<file path="src/shared/mccs_pkg.sv">
/*
  Constants, register map and carrier types of the modem call-control
  settings bank. Assumes a 125 MHz mclk and a command interpreter that
  addresses each setting by its register number.
*/
package mccs_pkg;
  // ********************
  // Timing
  // ********************
  localparam int CLK_PERIOD_NS = 8;
  localparam int MS_NS         = 1_000_000;
  localparam int CYC_PER_MS    = MS_NS / CLK_PERIOD_NS;
  localparam int DECADE        = 10;
  localparam int RING_IDLE_S   = 8;
  localparam logic [7:0] RING_IDLE_T = 8'(RING_IDLE_S * DECADE);
  localparam int TK_MS = 0;
  localparam int TK_HS = 1;
  localparam int TK_TS = 2;
  localparam int TK_S  = 3;

  // ********************
  // Register map
  // ********************
  localparam int NREG = 19;
  localparam int SL_ANS   = 0;
  localparam int SL_RING  = 1;
  localparam int SL_ESC   = 2;
  localparam int SL_EOL   = 3;
  localparam int SL_LF    = 4;
  localparam int SL_BS    = 5;
  localparam int SL_DTD   = 6;
  localparam int SL_CWAIT = 7;
  localparam int SL_PAUSE = 8;
  localparam int SL_CVAL  = 9;
  localparam int SL_CLOSS = 10;
  localparam int SL_TONE  = 11;
  localparam int SL_BIAS  = 12;
  localparam int SL_TEST  = 13;
  localparam int SL_PORT  = 14;
  localparam int SL_DTR   = 15;
  localparam int SL_RTS   = 16;
  localparam int SL_SIDE  = 17;
  localparam int SL_LOGON = 18;
  localparam logic [5:0] REG_NUM [NREG] = '{
    6'h00, 6'h01, 6'h02, 6'h03, 6'h04, 6'h05, 6'h06, 6'h07, 6'h08,
    6'h09, 6'h0a, 6'h0b, 6'h0d, 6'h12, 6'h17, 6'h19, 6'h1a, 6'h20,
    6'h22};
  localparam logic [7:0] REG_RST [NREG] = '{
    8'h01, 8'h00, 8'h2b, 8'h0d, 8'h0a, 8'h08, 8'h02, 8'h3c, 8'h02,
    8'h06, 8'h0e, 8'h5f, 8'h04, 8'h00, 8'h1d, 8'h05, 8'h01, 8'h00,
    8'h00};
  localparam logic [7:0] REG_MASK [NREG] = '{
    8'hff, 8'hff, 8'hff, 8'hff, 8'hff, 8'hff, 8'hff, 8'hff, 8'hff,
    8'hff, 8'hff, 8'hff, 8'hff, 8'hff, 8'h3f, 8'hff, 8'hff, 8'hff,
    8'hff};
  localparam logic [NREG-1:0] REG_VOL = 19'h0003a;

  // ********************
  // Fields and values
  // ********************
  localparam int PORT_RDL    = 0;
  localparam int PORT_SPD_LO = 1;
  localparam int PORT_SPD_HI = 3;
  localparam int PORT_PAR_LO = 4;
  localparam int PORT_PAR_HI = 5;
  localparam logic [7:0] ASCII_MAX    = 8'h7f;
  localparam logic [7:0] BS_MIN_PRINT = 8'h21;
  localparam logic [7:0] SIDE_OFF     = 8'hff;
  localparam logic [7:0] TONE_MIN_MS  = 8'h32;
  localparam logic [7:0] BIAS_LIM     = 8'h08;
  localparam logic [3:0] BIAS_MID     = 4'h4;
  localparam logic [2:0] LVL_NODLY_A  = 3'h2;
  localparam logic [2:0] LVL_NODLY_B  = 3'h4;

  typedef struct packed {
    logic       wr;
    logic       rd;
    logic       soft_rst;
    logic [5:0] idx;
    logic [7:0] wdata;
  } mccs_req_t;

  typedef struct packed {
    logic [1:0] parity;
    logic [2:0] speed;
    logic       hs;
    logic       remote_digital_loopback;
  } mccs_port_t;
endpackage : mccs_pkg

</file>
<file path="src/design/mccs_settings.sv">
/*
  Setting-register bank of a dial-up modem with the timers and decoders
  that the settings steer. Assumes the command interpreter runs on mclk;
  line and terminal pins are asynchronous and are synchronised here.
*/
// Overview of operation
// Zero disables answering; n answers after n rings
// Indicator lit while auto-answer setting nonzero
// Ring counter counts rings, answer on match
// Ring counter clears after 8 s quiet
// Escape above 127 disables escape and hang-up
// End-of-line char executes line, ends responses
// Verbose mode sends line feed after return
// Backspace recognised only below 33
// Dial-tone delay unless result level 2 or 4
// Wait modifier waits dial tone up to carrier-wait
// Carrier within carrier-wait, also bounds silence wait
// Each pause waits pause-delay seconds
// Carrier valid after continuous validation time
// Carrier absent loss time disconnects call
// Dial tone lasts tone-duration ms, 50 minimum
// Rate bias 0..8, 4 means no bias
// Test duration bounds tests, zero runs forever
// Port setting loopback accept and parity fields
// Port speed field unless high-speed override set
// Terminal-ready change acted on after detect time
// CTS follows RTS after delay in hundredths
// Side-channel wait after carrier, 255 disables
// Soft reset restores nonstorable registers
// Every setting is an eight-bit read-write location; port register 0x17 masks writes to bits 7:6, which read as zero
`timescale 1ns/100ps
module mccs_settings #(
  parameter int CYC_MS = mccs_pkg::CYC_PER_MS
) (
  input  wire logic               mclk,
  input  wire logic               rst_n,
  input  wire logic               ce,
  input  wire mccs_pkg::mccs_req_t req,
  output logic [7:0]              rd_data,
  output logic                    rd_ack,
  input  wire logic               ring_pin,
  input  wire logic               dtr_pin,
  input  wire logic               rts_pin,
  input  wire logic               carrier_pin,
  input  wire logic               dial_tone_pin,
  input  wire logic               sync_cmd_mode,
  input  wire logic               online,
  input  wire logic               high_speed_port_setting,
  input  wire logic               verbose_responses,
  input  wire logic [2:0]         result_level,
  input  wire logic               char_valid,
  input  wire logic [7:0]         char_in,
  input  wire logic               dial_start,
  input  wire logic               wait_tone_mod,
  input  wire logic               quiet_start,
  input  wire logic               pause_req,
  input  wire logic               tone_req,
  input  wire logic               connect_start,
  input  wire logic               call_end,
  input  wire logic               test_active,
  output logic                    auto_answer_indicator,
  output logic                    answer_now,
  output logic                    esc_en,
  output logic                    hangup_en,
  output logic                    exec_line,
  output logic                    esc_hit,
  output logic                    bs_hit,
  output logic [7:0]              eol_char,
  output logic [7:0]              lf_char,
  output logic                    lf_en,
  output logic                    dial_go,
  output logic                    dial_fail,
  output logic                    quiet_ok,
  output logic                    pause_done,
  output logic                    tone_on,
  output logic                    carrier_ok,
  output logic                    no_carrier,
  output logic                    side_go,
  output logic                    dtr_ok,
  output logic                    cts,
  output logic                    test_stop,
  output logic [3:0]              bias_step,
  output mccs_pkg::mccs_port_t    port_cfg,
  output logic [7:0]              logon_sel
);
  import mccs_pkg::*;

  // ********************
  // Time base
  // ********************
  logic [16:0] ms_cnt;
  logic        tick [4];

  always_ff @(posedge mclk or negedge rst_n) begin
    if (!rst_n) begin
      ms_cnt <= 17'h00000;
      tick[TK_MS] <= 1'b0;
    end else if (ce) begin
      tick[TK_MS] <= ms_cnt == 17'(CYC_MS - 1);
      ms_cnt <= (ms_cnt == 17'(CYC_MS - 1)) ? 17'h00000 : ms_cnt + 17'h1;
    end
  end

  for (genvar k = 1; k < 4; k++) begin : g_dec
    logic [3:0] cnt;
    always_ff @(posedge mclk or negedge rst_n) begin
      if (!rst_n) begin
        cnt <= 4'h0;
        tick[k] <= 1'b0;
      end else if (ce) begin
        tick[k] <= tick[k-1] && cnt == 4'(DECADE - 1);
        if (tick[k-1]) begin
          cnt <= (cnt == 4'(DECADE - 1)) ? 4'h0 : cnt + 4'h1;
        end
      end
    end
  end

  // ********************
  // Pin synchronisers
  // ********************
  // Bits: ring, dtr, rts, carrier, dial tone
  logic [4:0] pin_m;
  logic [4:0] pin_s;
  logic       ring_d;
  wire        ring_evt = pin_s[0] && !ring_d;

  always_ff @(posedge mclk or negedge rst_n) begin
    if (!rst_n) begin
      pin_m  <= 5'h00;
      pin_s  <= 5'h00;
      ring_d <= 1'b0;
    end else if (ce) begin
      pin_m  <= {dial_tone_pin, carrier_pin, rts_pin, dtr_pin, ring_pin};
      pin_s  <= pin_m;
      ring_d <= pin_s[0];
    end
  end

  // ********************
  // Register file
  // ********************
  logic [7:0] sreg [NREG];
  logic [7:0] ring_idle;
  logic [7:0] rd_mux;
  wire        idle_hit = tick[TK_TS] && !ring_evt &&
                         ring_idle == RING_IDLE_T - 8'h01;

  for (genvar i = 0; i < NREG; i++) begin : g_reg
    localparam bit RING_SLOT = (i == SL_RING);
    wire hit = req.wr && req.idx == REG_NUM[i];
    always_ff @(posedge mclk or negedge rst_n) begin
      if (!rst_n) begin
        sreg[i] <= REG_RST[i];
      end else if (ce) begin
        if (req.soft_rst && REG_VOL[i]) begin
          sreg[i] <= REG_RST[i];
        end else if (RING_SLOT && ring_evt) begin
          // Saturate so a long ring burst cannot wrap past a match
          if (sreg[i] != 8'hff) sreg[i] <= sreg[i] + 8'h01;
        end else if (hit) begin
          sreg[i] <= req.wdata & REG_MASK[i];
        end else if (RING_SLOT && idle_hit) begin
          sreg[i] <= 8'h00;
        end
      end
    end
  end

  always_comb begin
    rd_mux = 8'h00;
    for (int j = 0; j < NREG; j++) begin
      if (req.idx == REG_NUM[j]) rd_mux = sreg[j];
    end
  end

  always_ff @(posedge mclk or negedge rst_n) begin
    if (!rst_n) begin
      rd_data <= 8'h00;
      rd_ack  <= 1'b0;
    end else if (ce) begin
      rd_ack <= req.rd;
      if (req.rd) rd_data <= rd_mux;
    end
  end

  // ********************
  // Ring counting and answer
  // ********************
  always_ff @(posedge mclk or negedge rst_n) begin
    if (!rst_n) begin
      ring_idle <= 8'h00;
      answer_now <= 1'b0;
      auto_answer_indicator <= 1'b0;
    end else if (ce) begin
      if (ring_evt) ring_idle <= 8'h00;
      else if (tick[TK_TS] && ring_idle != RING_IDLE_T) begin
        ring_idle <= ring_idle + 8'h01;
      end
      answer_now <= ring_evt && dtr_ok && sreg[SL_ANS] != 8'h00 &&
                    sreg[SL_RING] + 8'h01 == sreg[SL_ANS];
      auto_answer_indicator <= sreg[SL_ANS] != 8'h00;
    end
  end

  // ********************
  // Character handling
  // ********************
  wire esc_on = sreg[SL_ESC] <= ASCII_MAX;

  always_ff @(posedge mclk or negedge rst_n) begin
    if (!rst_n) begin
      esc_en <= 1'b0;
      hangup_en <= 1'b0;
      exec_line <= 1'b0;
      esc_hit <= 1'b0;
      bs_hit <= 1'b0;
      eol_char <= 8'h00;
      lf_char <= 8'h00;
      lf_en <= 1'b0;
    end else if (ce) begin
      esc_en <= esc_on;
      hangup_en <= esc_on;
      esc_hit <= char_valid && esc_on && char_in == sreg[SL_ESC];
      exec_line <= char_valid && char_in == sreg[SL_EOL];
      bs_hit <= char_valid && sreg[SL_BS] < BS_MIN_PRINT &&
                char_in == sreg[SL_BS];
      eol_char <= sreg[SL_EOL];
      lf_char <= sreg[SL_LF];
      lf_en <= verbose_responses;
    end
  end

  // ********************
  // Dialing sequencer
  // ********************
  typedef enum logic [2:0] {
    D_IDLE, D_DELAY, D_TONE, D_QUIET, D_PAUSE
  } mccs_dial_t;
  mccs_dial_t d_state;
  logic [7:0] d_cnt;
  logic [7:0] d_lim;

  always_comb begin
    unique case (d_state)
      D_DELAY: d_lim = sreg[SL_DTD];
      D_PAUSE: d_lim = sreg[SL_PAUSE];
      D_IDLE:  d_lim = 8'h00;
      default: d_lim = sreg[SL_CWAIT];
    endcase
  end

  wire d_out = d_cnt >= d_lim;
  wire fast  = result_level == LVL_NODLY_A ||
               result_level == LVL_NODLY_B;

  always_ff @(posedge mclk or negedge rst_n) begin
    if (!rst_n) begin
      d_state <= D_IDLE;
      d_cnt <= 8'h00;
      dial_go <= 1'b0;
      dial_fail <= 1'b0;
      quiet_ok <= 1'b0;
      pause_done <= 1'b0;
    end else if (ce) begin
      dial_go <= 1'b0;
      dial_fail <= 1'b0;
      quiet_ok <= 1'b0;
      pause_done <= 1'b0;
      if (d_state == D_IDLE) d_cnt <= 8'h00;
      else if (tick[TK_S] && d_cnt != 8'hff) d_cnt <= d_cnt + 8'h01;
      unique case (d_state)
        D_IDLE: begin
          if (dial_start && wait_tone_mod) d_state <= D_TONE;
          else if (dial_start && fast) dial_go <= 1'b1;
          else if (dial_start) d_state <= D_DELAY;
          else if (quiet_start) d_state <= D_QUIET;
          else if (pause_req) d_state <= D_PAUSE;
        end
        D_DELAY: if (d_out) begin
          dial_go <= 1'b1;
          d_state <= D_IDLE;
        end
        D_TONE: if (pin_s[4] || d_out) begin
          dial_go <= pin_s[4];
          dial_fail <= !pin_s[4];
          d_state <= D_IDLE;
        end
        D_QUIET: if (!pin_s[3] || d_out) begin
          quiet_ok <= !pin_s[3];
          dial_fail <= pin_s[3];
          d_state <= D_IDLE;
        end
        D_PAUSE: if (d_out) begin
          pause_done <= 1'b1;
          d_state <= D_IDLE;
        end
      endcase
    end
  end

  // ********************
  // Tone timer
  // ********************
  logic [7:0] t_cnt;
  // Settings under the minimum would break the exchange's digit timing
  wire [7:0] t_lim = sreg[SL_TONE] < TONE_MIN_MS ? TONE_MIN_MS
                                                  : sreg[SL_TONE];

  always_ff @(posedge mclk or negedge rst_n) begin
    if (!rst_n) begin
      tone_on <= 1'b0;
      t_cnt <= 8'h00;
    end else if (ce) begin
      if (!tone_on) begin
        t_cnt <= 8'h00;
        tone_on <= tone_req;
      end else if (t_cnt >= t_lim) begin
        tone_on <= 1'b0;
      end else if (tick[TK_MS]) begin
        t_cnt <= t_cnt + 8'h01;
      end
    end
  end

  // ********************
  // Carrier supervision
  // ********************
  typedef enum logic [1:0] {C_IDLE, C_WAIT, C_ONLINE} mccs_car_t;
  mccs_car_t c_state;
  logic [7:0] w_cnt;
  // Counted in ms so validation is not tick aligned to whole tenths
  logic [15:0] v_cnt;
  wire  [15:0] val_lim  = 16'(sreg[SL_CVAL]) * 16'(DECADE * DECADE);
  wire  [15:0] loss_lim = 16'(sreg[SL_CLOSS]) * 16'(DECADE * DECADE);
  logic [7:0] s_cnt;
  logic       side_pend;

  always_ff @(posedge mclk or negedge rst_n) begin
    if (!rst_n) begin
      c_state <= C_IDLE;
      w_cnt <= 8'h00;
      v_cnt <= 16'h0000;
      s_cnt <= 8'h00;
      side_pend <= 1'b0;
      carrier_ok <= 1'b0;
      no_carrier <= 1'b0;
      side_go <= 1'b0;
    end else if (ce) begin
      no_carrier <= 1'b0;
      side_go <= 1'b0;
      if (c_state != C_ONLINE || !pin_s[3]) s_cnt <= s_cnt;
      unique case (c_state)
        C_IDLE: begin
          w_cnt <= 8'h00;
          v_cnt <= 16'h0000;
          if (connect_start) c_state <= C_WAIT;
        end
        C_WAIT: begin
          if (tick[TK_S]) w_cnt <= w_cnt + 8'h01;
          if (!pin_s[3]) v_cnt <= 16'h0000;
          else if (tick[TK_MS]) v_cnt <= v_cnt + 16'h0001;
          if (call_end) c_state <= C_IDLE;
          else if (pin_s[3] && v_cnt >= val_lim) begin
            c_state <= C_ONLINE;
            carrier_ok <= 1'b1;
            side_pend <= sreg[SL_SIDE] != SIDE_OFF;
            s_cnt <= 8'h00;
            v_cnt <= 16'h0000;
          end else if (w_cnt >= sreg[SL_CWAIT]) begin
            no_carrier <= 1'b1;
            c_state <= C_IDLE;
          end
        end
        C_ONLINE: begin
          if (pin_s[3]) v_cnt <= 16'h0000;
          else if (tick[TK_MS]) v_cnt <= v_cnt + 16'h0001;
          if (tick[TK_S] && s_cnt != 8'hff) s_cnt <= s_cnt + 8'h01;
          if (side_pend && s_cnt >= sreg[SL_SIDE]) begin
            side_go <= 1'b1;
            side_pend <= 1'b0;
          end
          if (call_end || (!pin_s[3] && v_cnt >= loss_lim)) begin
            no_carrier <= !call_end;
            carrier_ok <= 1'b0;
            side_pend <= 1'b0;
            c_state <= C_IDLE;
          end
        end
      endcase
    end
  end

  // ********************
  // Terminal-ready and RTS/CTS
  // ********************
  logic [7:0] r_cnt;
  // In ms, so the RTS to CTS delay runs from the RTS edge itself
  logic [11:0] h_cnt;
  wire  [11:0] h_lim = 12'(sreg[SL_RTS]) * 12'(DECADE);
  wire        dtr_tick = (sync_cmd_mode && !online) ? tick[TK_S]
                                                    : tick[TK_HS];

  always_ff @(posedge mclk or negedge rst_n) begin
    if (!rst_n) begin
      dtr_ok <= 1'b0;
      r_cnt <= 8'h00;
    end else if (ce) begin
      if (pin_s[1] == dtr_ok) r_cnt <= 8'h00;
      else if (r_cnt >= sreg[SL_DTR]) begin
        dtr_ok <= pin_s[1];
        r_cnt <= 8'h00;
      end else if (dtr_tick) r_cnt <= r_cnt + 8'h01;
    end
  end

  always_ff @(posedge mclk or negedge rst_n) begin
    if (!rst_n) begin
      cts <= 1'b0;
      h_cnt <= 12'h000;
    end else if (ce) begin
      if (!pin_s[2]) begin
        cts <= 1'b0;
        h_cnt <= 12'h000;
      end else if (h_cnt >= h_lim) cts <= 1'b1;
      else if (tick[TK_MS]) h_cnt <= h_cnt + 12'h001;
    end
  end

  // ********************
  // Test limit and decoded settings
  // ********************
  logic [7:0] x_cnt;

  always_ff @(posedge mclk or negedge rst_n) begin
    if (!rst_n) begin
      x_cnt <= 8'h00;
      test_stop <= 1'b0;
      bias_step <= 4'h0;
      port_cfg <= '0;
      logon_sel <= 8'h00;
    end else if (ce) begin
      if (!test_active) x_cnt <= 8'h00;
      else if (tick[TK_S] && x_cnt != 8'hff) x_cnt <= x_cnt + 8'h01;
      test_stop <= test_active && tick[TK_S] && sreg[SL_TEST] != 8'h00
                   && x_cnt == sreg[SL_TEST] - 8'h01;
      bias_step <= BIAS_MID - (sreg[SL_BIAS] > BIAS_LIM ? BIAS_LIM[3:0]
                               : sreg[SL_BIAS][3:0]);
      port_cfg.remote_digital_loopback <= sreg[SL_PORT][PORT_RDL];
      port_cfg.parity <= sreg[SL_PORT][PORT_PAR_HI:PORT_PAR_LO];
      port_cfg.speed <= sreg[SL_PORT][PORT_SPD_HI:PORT_SPD_LO];
      port_cfg.hs <= high_speed_port_setting;
      logon_sel <= sreg[SL_LOGON];
    end
  end
endmodule : mccs_settings

</file>
<file path="config.mk">
export PLATFORM = sky130hd
export DESIGN_NAME = mccs_settings
export DESIGN_NICKNAME = d
export VERILOG_FILES = /design/src/shared/mccs_pkg.sv /design/src/design/mccs_settings.sv
export SDC_FILE = /design/constraint.sdc
export NUM_CORES = 1
export LEC_CHECK = 0
export BUFFER_PORTS_ARGS = -buffer_cell sky130_fd_sc_hd__buf_2
export CORE_ASPECT_RATIO = 0.9
export CORE_MARGIN = 3
export CORE_UTILIZATION = 47
export CTS_BUF_LIST = sky130_fd_sc_hd__clkbuf_16
export DETAILED_ROUTE_END_ITERATION = 12
export GPL_TIMING_DRIVEN = 0
export PLACE_DENSITY = 0.72
export SLEW_MARGIN = 20
export SYNTH_ARGS = -nofsm -noshare
export SYNTH_HDL_FRONTEND = slang
export SYNTH_SLANG_ARGS = --single-unit
export TNS_END_PERCENT = 20
</file>
<file path="constraint.sdc">
create_clock -name mclk -period 6.5 [get_ports mclk]
set_input_delay 0.975 -clock mclk [delete_from_list [all_inputs] [get_ports mclk]]
set_output_delay 0.975 -clock mclk [all_outputs]
set_load 0.01 [all_outputs]
</file>
# After elaboration in Yosys (flattened, before gate mapping)
# Index checks and enable logic that the tools add are counted.
[totals] regBits=346 input_bits=49 out_inout_bits=63 word_cells=384
[op_classes] n_addsub=16 n_mul=3 order_cmp=12 eq_ne=63 mux=111 bitwise_logic=1 reduce_logical=108
[op_table] op="8-bit 2-to-1 mux" count=47
[op_table] op="16-bit 2-to-1 mux" count=5
[op_table] op="8-bit by 1-bit adder with 8-bit output, second input constant" count=8
[op_table] op="2-bit AND reduction" count=27
[op_table] op="16-bit case mux with 3 select lines" count=1
[op_table] op="1-bit logical AND" count=46
[op_table] op="8-bit == test" count=5
[op_table] op="8-bit greater-or-equal comparator" count=5
[op_table] op="8-bit != test, second input constant" count=5
[op_table] op="12-bit 2-to-1 mux" count=3
[op_table] op="16-bit by 15-bit greater-or-equal comparator with 1-bit output" count=2
[op_table] op="8-bit case mux with 2 select lines" count=2
[op_table] op="6-bit by 4-bit == test with 1-bit output, second input constant" count=5
[op_table] op="1-bit 2-to-1 mux" count=27
[op_table] op="8-bit by 5-bit multiplier with 13-bit output, second input constant" count=2
[op_table] op="6-bit by 3-bit == test with 1-bit output, second input constant" count=4
[op_table] op="6-bit by 5-bit == test with 1-bit output, second input constant" count=4
[op_table] op="3-bit 2-to-1 mux" count=8
[op_table] op="8-bit case mux with 3 select lines" count=1
[op_table] op="2-bit != test, second input constant" count=11
[op_table] op="17-bit by 1-bit adder with 17-bit output, second input constant" count=1
[op_table] op="17-bit == test, second input constant" count=1
[op_table] op="17-bit 2-to-1 mux" count=1
[op_table] op="16-bit by 1-bit adder with 16-bit output, second input constant" count=1
[op_table] op="47 further kinds" count=92

# Depth between registers and ports, before layout
[logic_depth] word_depth=20 mapped_depth=20

# Worst setup path after synthesis
# Ideal clock, no wire load.
[synth_timing] path_type="register to register" start="reg sreg[74] (netlist bit)" end="reg s_cnt[4]" setup_time_ps=66 arrival_ps=4610 required_time_ps=6434 path_slack_ps=1824 path_stages_with_launch=18 n_path_buf=0 synth_period_minus_slack_ps=4676 path_cell_list="dfstp_2 ha_1 ha_1 fa_1 ha_1 a21o_1 a21oi_1 nor2b_1 o21a_1 o41ai_1 xor2_1 ha_1 a211oi_2 nand2_1 o311ai_4 nor3_1 or4_1 nand2_1"
[synth_via] elab_chain_cells=5
[synth_lines] element="start: declaration" line="mccs_settings.sv:143" source="logic [7:0] sreg [NREG];"
[synth_lines] element="start signal: indexed assignment" line="mccs_settings.sv:154" source="sreg[i] <= REG_RST[i];"
[synth_lines] element="start signal: indexed assignment" line="mccs_settings.sv:157" source="sreg[i] <= REG_RST[i];"
[synth_lines] element="start signal: indexed assignment" line="mccs_settings.sv:162" source="sreg[i] <= req.wdata & REG_MASK[i];"
[synth_lines] element="8-bit by 5-bit multiplier with 13-bit output" line="mccs_settings.sv:334" source="wire [15:0] val_lim = 16'(sreg[SL_CVAL]) * 16'(DECADE * DECADE);"
[synth_lines] element="16-bit by 15-bit greater-or-equal comparator with 1-bit output" line="mccs_settings.sv:364" source="else if (pin_s[3] && v_cnt >= val_lim) begin"
[synth_lines] element="1-bit logical AND" line="mccs_settings.sv:364"
[synth_lines] element="2-bit != test (no line)"
[synth_lines] element="5-bit AND reduction (no line)"
[synth_lines] element="end signal: assignment" line="mccs_settings.sv:352" source="if (c_state != C_ONLINE || !pin_s[3]) s_cnt <= s_cnt;"
[synth_lines] element="end signal: assignment" line="mccs_settings.sv:378" source="if (tick[TK_S] && s_cnt != 8'hff) s_cnt <= s_cnt + 8'h01;"
[synth_lines] element="end: declaration" line="mccs_settings.sv:336" source="logic [7:0] s_cnt;"
# Every way passes these cells.
# A chain may end at the register's enable or synchronous reset.

# Final worst setup path
[layout_timing] start="reg sreg[74] (netlist bit)" end="reg s_cnt[6]"
# The elaborated chain is that of the path after synthesis.

==> summary.txt <==
Status
  – Status: completed

Flow run
  – Max-Cap Viols: 0

Clock network
  – H-tree Lvls: 2
  – Post-cts resize count: 0
  – Reg clk slew, reported paths: 60 ps
  – Clock sink count: 346
  – Hold_buf cts: 0
  – Post CTS Setup Buffer Count: 0
  – Longest Clk Path Bufs: 3
  – CTS tree: done
  – Clock latency on the worst-skew pair: 580 ps
  – Cts bufs inserted: 39
  – Root buffer cell: clkbuf_16

Detailed routing
  – Starting DRT DRC Count: 1586
  – Final WL: 63200 um
  – Detail Route Antenna Nets: 0
  – Via count: 17000
  – Remaining DRCs: 0
  – Post-detailed-route via-to-cell ratio: 6.18
  – Routed WL per cell: 23.1 um
  – DRT Pass-1 Iters: 6

Setup path
  – CP required: 6970 ps
  – Critical path's top delay family: compound AO/OA/AOI/OAI gates
  – Worst r2r src: sreg[74]$_DFFE_PN1P_
  – Worst reg2reg path depth: 18
  – Worst path max stage delay: 600 ps
  – Crit. End Element: register
  – Kind of critical path: reg -> reg
  – CP max FO: 10
  – CP startpoint: sreg[74]$_DFFE_PN1P_
  – Worst Setup Start Kind: register
  – Crit-path slowest cell: dfstp_2
  – Critical Path Most Common Cell: ha_1
  – Reg-to-Reg End: s_cnt[6]$_DFFE_PN0P_
  – Worst path cell trace: ha_1, ha_1, fa_1, ha_1, a21o_1, a21oi_1, nor2b_1, o21a_1, o41ai_1, xor2_1, ha_1, a211oi_2, nand2_1, o311ai_4, o22a_1, buf_2, o21ai_0, a21oi_1
  – CP Buf/Inv Count: 1
  – Worst Path Arrival: 5850 ps
  – FF-to-FF setup slack: 1110 ps

Final layout
  – Share of cells above drive strength 1: 19.2%
  – Final instance area: 23200 um^2
  – NumNets Final: 2378
  – Highest-count cells in the layout ignoring fill and taps: 310 x dfrtp_1, 168 x mux2_2, 164 x ha_1
  – Most common cell after layout, fill and taps aside: dfrtp_1
  – Area delta synth->final: 12.2%

Placement
  – Dpl hpwl: 47200 um
  – Dpl ws: 920 ps
  – Placed inst area: 22000 um^2
  – GP Congestion: 0.974
  – Port-buffer cells: 105

Die
  – Cell Rows: 72
  – Die area: 46600 um^2
  – Die W: 227 um
  – Top Ports: 112
  – Die height: 205 um
  – Initial Util: 47.9%
  – Core Footprint: 43200 um^2

GRT
  – First-pass GRT wire length: 97600 um
  – Antenna violations before repair: 6
  – Total congestion overflow: 0
  – Vias in the first global route: 16400
  – Largest net degree at the start of global routing: 103
  – GRT Total Usage: 27.3%

STA
  – Final setup fails: 0
  – Worst-case clock skew: 29.9 ps
  – Final Slew Violations: 0
  – Highest clock rate: 186 MHz
  – Max-slew headroom: 24.2%
  – Tcrit/Tclk final: 82.9%
  – Setup WS post-layout: 1110 ps
  – RSZ-0062 raised after global routing: false
  – Final Hold Vio Count: 0
  – Setup TNS: 0 ps
  – Min cycle time layout: 5390 ps
  – Slew @ Worst Pin: 1140 ps

Logic synthesis
  – Cells after Synth: 2009
  – Sequential-to-total area share from yosys stat: 42.0%
  – Top FF cell, synth: dfrtp_1
  – Mean cell area of the mapped netlist: 10.3 um^2
  – Yosys warns: 0
  – Distinct cells, synth: 92
  – Syn_nets: 2229
  – Post-synth ARST share: 100%
  – Number of synthesized flops with an enable pin: 0
  – Mapped Area: 20700 um^2
  – #FFs+latches synth: 346

Power
  – Pwr Density: 246 nW/um^2
  – Total Power: 5.71 mW
  – Lkg Pwr: 10.8 nW
  – VDD IR max: 0.162 mV

Min path
  – Worst Hold Class: in -> async
==> cells in the mapped netlist, drive strengths merged (16+ instances only) <==
cell,number,area share (%)
a211oi,17,0.64
a21o,21,0.76
a21oi,96,2.4
a22o,16,0.68
a22oi,22,0.80
and3,30,0.91
buf,32,0.85
clkbuf,39,0.71
dfrtp,310,37
dfstp,36,4.6
ha,164,9.9
inv,90,1.6
mux2,171,9.3
nand2,139,2.5
nand2b,31,0.97
nand3,66,1.6
nand4,27,0.82
nor2,144,2.9
nor2b,20,0.60
nor3,38,0.94
nor4,17,0.66
o21ai,102,2.5
or3,25,0.76
xnor2,41,1.7
xor2,70,3.0
==> how the worst max path moves through the flow <==
stage                                        to  slack (ps)  cells past startpoint
after floorplan            s_cnt[4]$_DFFE_PN0P_        1820                     17
after global placement     r_cnt[2]$_DFFE_PN0P_       -2150                      1
after detailed placement  side_pend$_DFFE_PN0P_         920                     17
after CTS                 side_pend$_DFFE_PN0P_         880                     17
after global routing       s_cnt[6]$_DFFE_PN0P_         890                     18
final                      s_cnt[6]$_DFFE_PN0P_        1110                     18
==> registers in the layout, indices dropped and copies added (netlist names), 8 cells and up <==
signal     count
g_dec.cnt     12
s_cnt          8
eol_char       8
ms_cnt        17
rd_data        8
t_cnt          8
h_cnt         12
x_cnt          8
d_cnt          8
v_cnt         16
sreg         150
logon_sel      8
lf_char        8
w_cnt          8
r_cnt          8
ring_idle      8
==> cell type report <==
cell class | count | area (um^2)
fill | 3790 | 20000
multi-input combinational | 1502 | 11300
sequential | 346 | 8700
clock buffer | 39 | 976
tap | 555 | 694
timing repair buffer | 108 | 618
inverter | 90 | 338
buffer | 71 | 325
clock inverter | 31 | 229
antenna | 1 | 2.50
==> metrics by stage <==
step                      cells  hold WS, ps  util (%)
after detailed placement   2672          468      50.9
after global routing       2743          380      53.7
after global placement     2669          468      50.7
after CTS                  2742          360      53.7
after floorplan            2009          451         -
final                      2743          354      53.7
==> cells by family after synthesis <==
logic type                 share of synthesized area, %
DFF                                                42.0
buffers and inverters                              3.19
and+or+nand+nor                                    15.2
adders and majority gates                          10.6
AOI/OAI and AO/OA                                  14.6
muxes                                              9.69
xor gates and xnor gates                           4.69
==> report_power, final <==
group	internal, mW	switching [mW]	total (mW)	leakage, nW
clock	1.21	0.918	2.13	0.636
combinational	0.420	0.654	1.07	5.64
sequential	2.32	0.190	2.51	4.55
==> metal layers <==
metal | track usage (%) | vias up | share of wire (%)
li1 | - | 7711 | -
met1 | 38.7 | 8393 | 44
met2 | 41.3 | 702 | 44
met3 | 5.24 | 144 | 7.8
met4 | 10.8 | 8 | 3.8
met5 | 0 | - | 0.093
No activity file was read; power rests on OpenSTA's default activity.
